$ cat src/rtl/psu_sig_pkg.sv
package psu_sig_pkg;

  localparam int unsigned CLK_HZ         = 125_000_000;
  localparam int unsigned SLOW_BLINK_MHZ = 500;
  localparam int unsigned FAST_BLINK_MHZ = 2000;
  localparam int unsigned SLOW_HALF_CYC  = 32'((64'(CLK_HZ) * 64'd1000) / (64'd2 * SLOW_BLINK_MHZ));
  localparam int unsigned FAST_HALF_CYC  = 32'((64'(CLK_HZ) * 64'd1000) / (64'd2 * FAST_BLINK_MHZ));
  localparam int unsigned HOLDUP_MS      = 10;
  localparam int unsigned HOLDUP_CYC     = (CLK_HZ / 1000) * HOLDUP_MS;

  // inlet temperature in half degrees
  localparam logic [8:0] INLET_WARN_NORM = 9'h073;
  localparam logic [8:0] INLET_WARN_REV  = 9'h07C;
  localparam logic [9:0] MAX_TRIM_MV     = 10'h0FA;

  localparam logic [7:0] ADDR_CTRL   = 8'h00;
  localparam logic [7:0] ADDR_INLET  = 8'h04;
  localparam logic [7:0] ADDR_TRIM   = 8'h08;
  localparam logic [7:0] ADDR_STATUS = 8'h0C;
  localparam logic [7:0] ADDR_FAULT  = 8'h10;

  localparam int unsigned CTRL_SLEEP = 0;
  localparam int unsigned CTRL_FWUPD = 1;
  localparam int unsigned CTRL_REV   = 2;

  localparam logic [2:0] CTRL_RST  = 3'h0;
  localparam logic [8:0] INLET_RST = 9'h000;
  localparam logic [9:0] TRIM_RST  = 10'h000;

  typedef struct packed {
    logic sense_short;
    logic ov_main;
    logic uv_main;
    logic oc_main;
    logic fan_fail;
    logic temp_shdn;
    logic hot_warn;
    logic fan_slow;
    logic gen_fail;
    logic main_in_reg;
    logic sb_in_reg;
  } mon_t;

  // latched shutdown causes, order as in fault register
  typedef struct packed {
    logic sense_short;
    logic ov_main;
    logic uv_main;
    logic oc_main;
    logic fan_fail;
    logic temp_shdn;
  } latch_t;

  typedef enum logic [4:0] {
    LED_OFF   = 5'h01,
    LED_GREEN = 5'h02,
    LED_SLOW  = 5'h04,
    LED_FAST  = 5'h08,
    LED_AMBER = 5'h10
  } led_t;

endpackage

$ cat src/rtl/psu_sig_ctrl.sv
// The APB slave port and the register offsets were decided locally.
`timescale 1ns/1ns
module psu_sig_ctrl
  import psu_sig_pkg::*;
#(
  parameter int unsigned SLOW_HALF = SLOW_HALF_CYC,
  parameter int unsigned FAST_HALF = FAST_HALF_CYC,
  parameter int unsigned HOLDUP    = HOLDUP_CYC
) (
  input  wire logic        clk,
  input  wire logic        rst_n,
  input  wire logic        psel,
  input  wire logic        penable,
  input  wire logic        pwrite,
  input  wire logic [7:0]  paddr,
  input  wire logic [31:0] pwdata,
  output logic      [31:0] prdata,
  output logic             pready,
  output logic             pslverr,
  input  wire logic        hot_unplug_kill,
  input  wire logic        main_output_enable_n,
  input  wire logic        input_ok_raw,
  input  wire logic        share_largest,
  input  wire mon_t        mon_raw,
  output logic             main_output_on,
  output logic             standby_on,
  output logic             power_good,
  output logic             input_in_range,
  output logic             fault_alert_n,
  output logic             present_n,
  output logic             fan_full_speed,
  output logic             share_bus_pin_connect,
  output logic             share_master,
  output logic      [9:0]  share_trim_mv,
  output logic             led_green,
  output logic             led_amber
);

  if (SLOW_HALF < 2 || FAST_HALF < 2 || HOLDUP < 1) begin : g_bad_param
    $error("psu_sig_ctrl: counts too small");
  end

  ////////////////////////////////////////////////////////////////////////////////
  // pin synchronisers
  logic [3:0] pin_s1_r, pin_s2_r;
  mon_t       mon_s1_r, mon_s_r;
  logic       kill_s, en_n_s, in_ok_s, largest_s;

  always_ff @(posedge clk) begin
    if (!rst_n) begin
      pin_s1_r <= 4'h4;
      pin_s2_r <= 4'h4;
      mon_s1_r <= '0;
      mon_s_r  <= '0;
    end else begin
      pin_s1_r <= {hot_unplug_kill, main_output_enable_n, input_ok_raw, share_largest};
      pin_s2_r <= pin_s1_r;
      mon_s1_r <= mon_raw;
      mon_s_r  <= mon_s1_r;
    end
  end

  assign {kill_s, en_n_s, in_ok_s, largest_s} = pin_s2_r;

  ////////////////////////////////////////////////////////////////////////////////
  // apb slave
  logic [2:0]  ctrl_r, ctrl_nxt;
  logic [8:0]  inlet_r, inlet_nxt;
  logic [9:0]  trim_req_r, trim_req_nxt;
  logic [31:0] prdata_nxt;
  logic        pready_nxt, pslverr_nxt, acc, hit;
  logic [31:0] status_w, fault_w;
  latch_t      latch_r, latch_nxt;
  led_t        led_r, led_nxt;
  logic        warn_any, shutdown_nxt;

  always_comb begin
    acc          = psel && penable && !pready;
    ctrl_nxt     = ctrl_r;
    inlet_nxt    = inlet_r;
    trim_req_nxt = trim_req_r;
    prdata_nxt   = '0;
    pready_nxt   = acc;
    pslverr_nxt  = 1'b0;
    hit          = 1'b1;
    unique case (paddr)
      ADDR_CTRL:   prdata_nxt = {29'h0, ctrl_r};
      ADDR_INLET:  prdata_nxt = {23'h0, inlet_r};
      ADDR_TRIM:   prdata_nxt = {22'h0, trim_req_r};
      ADDR_STATUS: prdata_nxt = status_w;
      ADDR_FAULT:  prdata_nxt = fault_w;
      default:     hit = 1'b0;
    endcase
    if (acc) begin
      pslverr_nxt = !hit;
      if (pwrite) begin
        prdata_nxt = '0;
        if (paddr == ADDR_CTRL)  ctrl_nxt     = pwdata[2:0];
        if (paddr == ADDR_INLET) inlet_nxt    = pwdata[8:0];
        if (paddr == ADDR_TRIM)  trim_req_nxt = pwdata[9:0];
      end
    end else begin
      prdata_nxt = '0;
    end
  end

  always_ff @(posedge clk) begin
    if (!rst_n) begin
      ctrl_r     <= CTRL_RST;
      inlet_r    <= INLET_RST;
      trim_req_r <= TRIM_RST;
      prdata     <= '0;
      pready     <= 1'b0;
      pslverr    <= 1'b0;
    end else begin
      ctrl_r     <= ctrl_nxt;
      inlet_r    <= inlet_nxt;
      trim_req_r <= trim_req_nxt;
      prdata     <= prdata_nxt;
      pready     <= pready_nxt;
      pslverr    <= pslverr_nxt;
    end
  end

  ////////////////////////////////////////////////////////////////////////////////
  // blink divider and holdup timer
  logic [31:0] slow_cnt_r, slow_cnt_nxt, fast_cnt_r, fast_cnt_nxt;
  logic [31:0] holdup_cnt_r, holdup_cnt_nxt;
  logic        slow_ph_r, slow_ph_nxt, fast_ph_r, fast_ph_nxt, holdup_exp;

  always_comb begin
    slow_cnt_nxt = slow_cnt_r + 32'h1;
    slow_ph_nxt  = slow_ph_r;
    if (slow_cnt_r == SLOW_HALF - 1) begin
      slow_cnt_nxt = '0;
      slow_ph_nxt  = !slow_ph_r;
    end
    fast_cnt_nxt = fast_cnt_r + 32'h1;
    fast_ph_nxt  = fast_ph_r;
    if (fast_cnt_r == FAST_HALF - 1) begin
      fast_cnt_nxt = '0;
      fast_ph_nxt  = !fast_ph_r;
    end
    holdup_exp     = (holdup_cnt_r == HOLDUP);
    holdup_cnt_nxt = holdup_cnt_r;
    if (in_ok_s)
      holdup_cnt_nxt = '0;
    else if (!holdup_exp)
      holdup_cnt_nxt = holdup_cnt_r + 32'h1;
  end

  always_ff @(posedge clk) begin
    if (!rst_n) begin
      slow_cnt_r   <= '0;
      fast_cnt_r   <= '0;
      slow_ph_r    <= 1'b0;
      fast_ph_r    <= 1'b0;
      holdup_cnt_r <= '0;
    end else begin
      slow_cnt_r   <= slow_cnt_nxt;
      fast_cnt_r   <= fast_cnt_nxt;
      slow_ph_r    <= slow_ph_nxt;
      fast_ph_r    <= fast_ph_nxt;
      holdup_cnt_r <= holdup_cnt_nxt;
    end
  end

  ////////////////////////////////////////////////////////////////////////////////
  // fault latches, output control, led
  logic       en_n_d_r, en_rise, clr, inlet_warn, temp_warn, temp_alert;
  logic       main_on_nxt, pg_nxt, conn_nxt, master_nxt, fan_nxt;
  logic [9:0] trim_nxt;
  latch_t     set_v;

  always_comb begin
    en_rise    = en_n_s && !en_n_d_r;
    clr        = en_rise || !in_ok_s;
    set_v      = '{sense_short: mon_s_r.sense_short, ov_main: mon_s_r.ov_main,
                   uv_main: mon_s_r.uv_main, oc_main: mon_s_r.oc_main,
                   fan_fail: mon_s_r.fan_fail, temp_shdn: mon_s_r.temp_shdn};
    // a new fault wins over a clear in the same cycle
    latch_nxt  = latch_t'((latch_r & ~{6{clr}}) | set_v);
    shutdown_nxt = |latch_nxt;
    inlet_warn = inlet_r >= (ctrl_r[CTRL_REV] ? INLET_WARN_REV : INLET_WARN_NORM);
    temp_warn  = inlet_warn || mon_s_r.hot_warn;
    fan_nxt    = temp_warn || mon_s_r.temp_shdn;
    temp_alert = temp_warn && fan_full_speed;
    warn_any   = temp_alert || mon_s_r.fan_slow || mon_s_r.gen_fail;
    // input loss is ridden through until the holdup timer expires
    main_on_nxt = !en_n_s && !kill_s && !shutdown_nxt && !holdup_exp;
    pg_nxt     = main_on_nxt && mon_s_r.main_in_reg && mon_s_r.sb_in_reg;
    conn_nxt   = main_on_nxt && !mon_s_r.gen_fail;
    master_nxt = conn_nxt && largest_s;
    trim_nxt   = '0;
    if (conn_nxt && !largest_s)
      trim_nxt = (trim_req_r > MAX_TRIM_MV) ? MAX_TRIM_MV : trim_req_r;
    if (shutdown_nxt)
      led_nxt = LED_AMBER;
    else if (!in_ok_s)
      led_nxt = LED_OFF;
    else if (ctrl_r[CTRL_SLEEP] || ctrl_r[CTRL_FWUPD])
      led_nxt = LED_FAST;
    else if (!main_on_nxt)
      led_nxt = LED_SLOW;
    else if (pg_nxt)
      led_nxt = LED_GREEN;
    else
      led_nxt = LED_OFF;
  end

  always_ff @(posedge clk) begin
    if (!rst_n) begin
      en_n_d_r              <= 1'b1;
      latch_r               <= '0;
      led_r                 <= LED_OFF;
      main_output_on        <= 1'b0;
      standby_on            <= 1'b1;
      power_good            <= 1'b0;
      input_in_range        <= 1'b0;
      fault_alert_n         <= 1'b1;
      present_n             <= 1'b0;
      fan_full_speed        <= 1'b0;
      share_bus_pin_connect <= 1'b0;
      share_master          <= 1'b0;
      share_trim_mv         <= '0;
      led_green             <= 1'b0;
      led_amber             <= 1'b0;
    end else begin
      en_n_d_r              <= en_n_s;
      latch_r               <= latch_nxt;
      led_r                 <= led_nxt;
      main_output_on        <= main_on_nxt;
      standby_on            <= 1'b1;
      power_good            <= pg_nxt;
      input_in_range        <= in_ok_s;
      fault_alert_n         <= !(shutdown_nxt || warn_any);
      present_n             <= 1'b0;
      fan_full_speed        <= fan_nxt;
      share_bus_pin_connect <= conn_nxt;
      share_master          <= master_nxt;
      share_trim_mv         <= trim_nxt;
      led_green             <= (led_nxt == LED_GREEN) || (led_nxt == LED_SLOW && slow_ph_nxt)
                               || (led_nxt == LED_FAST && fast_ph_nxt);
      led_amber             <= (led_nxt == LED_AMBER);
    end
  end

  assign status_w = {19'h0, led_r, share_master, share_bus_pin_connect, fan_full_speed,
                     !fault_alert_n, input_in_range, power_good, main_output_on, standby_on};
  assign fault_w  = {15'h0, mon_s_r.fan_slow, mon_s_r.gen_fail, mon_s_r.hot_warn, inlet_warn,
                     7'h0, latch_r};
endmodule

$ cat config.mk
export PLATFORM = sky130hd
export DESIGN_NAME = psu_sig_ctrl
export DESIGN_NICKNAME = d
export VERILOG_FILES = /design/src/rtl/psu_sig_pkg.sv /design/src/rtl/psu_sig_ctrl.sv
export SDC_FILE = /design/constraint.sdc
export NUM_CORES = 1
export LEC_CHECK = 0
export BUFFER_PORTS_ARGS = -buffer_cell sky130_fd_sc_hd__buf_2
export CAP_MARGIN = 25
export CORE_ASPECT_RATIO = 0.5
export CORE_MARGIN = 10
export CORE_UTILIZATION = 30
export CTS_CLUSTER_SIZE = 24
export DETAILED_ROUTE_END_ITERATION = 7
export GPL_TIMING_DRIVEN = 0
export RECOVER_POWER = 100
export REMOVE_ABC_BUFFERS = 1
export SETUP_SLACK_MARGIN = 0.05
export SLEW_MARGIN = 40
export SYNTH_ARGS = -nofsm -noshare
export SYNTH_HDL_FRONTEND = slang
export SYNTH_SLANG_ARGS = --single-unit
export TNS_END_PERCENT = 30
$ cat constraint.sdc
create_clock -name clk -period 2.8 [get_ports clk]
set_clock_uncertainty 0.05 [all_clocks]
set_input_delay 0.42 -clock clk [delete_from_list [all_inputs] [get_ports clk]]
set_output_delay 0.42 -clock clk [all_outputs]
set_load 0.02 [all_outputs]
==> flow_summary.yaml <==
run_status:
  status: "complete, no violations"
clock_tree:
  cts_tree: "built"
  postCtsSetupRepairBufs: 0
  clk_latency_ns: 0.43
  hold_buffers: 0
  max-clock-path-buffers: 2
  postCtsResizedCells: 0
  numCtsBuffers: 17
  clk_pin_slew_worst_paths_ns: 0.07
  cts-htree-levels: 4
  cts_num_sinks: 200
  cts-root-buf: "clkbuf_16"
worst_setup_path:
  cp-end-kind: "flop"
  rr_worst_depth: 5
  cp.arrival_ns: 2.84
  r2r_end: "share_trim_mv[1]$_SDFF_PN0_"
  start_kind: "flop"
  crit_fanout: 8
  rrSetupSlack_ns: 0.27
  startpoint: "mon_s_r[5]$_SDFF_PN0_"
  crit_type: "flop to flop"
  reg2reg_from: "mon_s_r[5]$_SDFF_PN0_"
  crit_required_ns: 3.10
power:
  power_leakage_nw: 3.50
  p_per_area_nw_per_um2: 593
  ir_drop_mv: 0.387
  power.total_mw: 5.49
sta:
  min_period_over_period_pct: 90.5
  setup_viol: 0
  worst_slew_margin_rel_pct: 29.7
  finalHoldViolations: 0
  drv_slew: 0
  min_period_ns: 2.53
  hold_ws_ns: 0.128
  tightestPinTransition_ns: 1.05
  max_freq_mhz: 395
  rsz0062_at_grt: "no"
  finalSetupTns_ns: 0
yosys:
  synth_top_area_cell: "dfxtp_1"
  ys_ff_latch: 200
  ys_warn_count: 0
  synthFlopType: "dfxtp_1"
  synth_cell_types: 54
  syn_avg_cell_area_um2: 9.28
  synth_cells: 872
  synth_edf_count: 0
  synth_area_leaders: "dfxtp_1 49%, nor2_1 6.2%, xor2_1 6.2%"
  synth-async-reset-ratio_pct: 0
  yosysSeqAreaShare_pct: 49.5
  syn_area_um2: 8100
  synth_top_area_share_pct: 49.5
global_routing:
  grt_pass1_vias: 5881
  grt_max_degree: 75
  busiest_layer: "met2"
  antenna_found_initial: 0
  track_usage_pct: 10.3
  met2_usage_pct: 17.3
  grt_overflow: 0
  met1_usage_pct: 12.6
  grt_util_met3_pct: 2.61
  grt_pass1_wl_um: 29000
detailed_routing:
  antenna_left: 0
  wl_um: 17600
  drtIter0Drc: 366
  viasPerCell: 4.57
  routedWlPerCell_um: 13.4
  drtPass1Iterations: 5
  vias: 5967
  drc_errors: 0
placement:
  placed_cell_area_um2: 8760
  dp_hpwl_um: 13000
  globalplace.congestion: 0.810
  io_buffers: 75
floorplanning:
  io_pins: 115
  die_w_um: 252
  rows: 42
  floorplan.initialDensity_pct: 30.6
  dieArea_um2: 34400
  die_y_um: 136
  core_um2: 26500
layout:
  drive_gt1_share_pct: 9.12
  fin_util_pct: 35.0
  layout_common_cells: "200 x dfxtp_1, 133 x nor2_1, 57 x xor2_1"
  layout_commonest_cell: "dfxtp_1"
  multi_input_area_um2: 3850
  area_growth_pct: 14.5
  regArea_um2: 4000
  final_area_um2: 9270
  nets: 1009
  diodes: 0
  fillers: 2720
hold_path:
  holdPathEnd: "pin_s1_r[2]$_SDFF_PN1_"
  hold_path.class: "input port to flop"
  holdPathStages: 2
  min_from: "main_output_enable_n"
job:
  cap_violations: 0
## power breakdown
group	total, mW	switching [mW]	internal, mW
combinational	0.204	0.133	0.0716
clock	2.37	1.08	1.29
sequential	2.92	0.0296	2.89
total	5.49	1.25	4.25
## cell usage after synthesis, drive strengths merged, types with 9 or more instances
master  number
nor3        20
inv         18
nor4b       10
o21ai        9
nand4       20
xor2        57
a21oi       18
and3        22
nor4         9
buf         22
mux2i       24
nor2b       30
nand3       56
dfxtp      200
clkbuf      20
xnor2       31
nand2       51
and2        41
a22oi        9
nor2       133
## final cells by class
type                            instances  area share [%]
Sequential cell                       200            43.2
Multi-Input combinational cell        629            41.6
Clock buffer                           21            4.97
Tap cell                              352            4.75
Timing Repair Buffer                   75            3.56
Clock inverter                         11            1.21
Inverter                               18           0.729
## through the flow
stage | instances | setup WS, ns
after CTS | 1306 | 0.249
final | 1306 | 0.266
after global placement | 1274 | 0.00130
after detailed placement | 1274 | 0.247
after global routing | 1306 | 0.0766
after floorplan | 847 | 0.724
## logic make-up after synthesis
| kind of cell | count (synthesis) | share of synthesized area, % |
|---|---|---|
| buffers and inverters | 60 | 3.57 |
| XOR/XNOR | 88 | 9.52 |
| flip-flops | 200 | 49.5 |
| AND/OR/NAND/NOR | 424 | 27.4 |
| AO/OA/AOI/OAI | 63 | 5.38 |
| adder cells (fa/ha/maj) | 8 | 1.24 |
| multiplexers | 27 | 3.38 |
| other | 2 | 0.0928 |
## layer usage
| layer | vias to the layer above | routed length (µm) |
|---|---|---|
| li1 | 3044 | - |
| met1 | 2835 | 8260 |
| met2 | 73 | 8540 |
| met3 | 15 | 513 |
| met4 | 0 | 250 |
| met5 | - | 0 |
## registers in the layout (all words and copies together) (netlist names), 3 cells and up
register and count:
fast_cnt_r 32, slow_cnt_r 32, ctrl_r 3, share_trim_mv 10, inlet_r 9, pin_s2_r 4
mon_s1_r 11, holdup_cnt_r 32, pin_s1_r 4, trim_req_r 10, led_r 5, mon_s_r 8
fault_w 9, prdata 17
## worst max-delay path: stages (launching register included)
cell and delay, ns:
dfxtp_1 0.34, or4_1 0.58, a2111oi_4 0.43, nand3_1 0.29, nor3_2 0.53, a21boi_0 0.23
## worst max-delay path by stage
stage / depth (start not counted) / end
final: 5 / share_trim_mv[1]$_SDFF_PN0_
after global routing: 7 / trim_req_r[3]$_SDFFE_PN0P_
after CTS: 5 / share_trim_mv[1]$_SDFF_PN0_
after detailed placement: 7 / inlet_r[8]$_SDFFE_PN0P_
after global placement: 5 / fast_cnt_r[9]$_SDFF_PP0_
after floorplan: 6 / trim_req_r[0]$_SDFFE_PN0P_
Note: power is estimated with default switching activity, not from simulation.
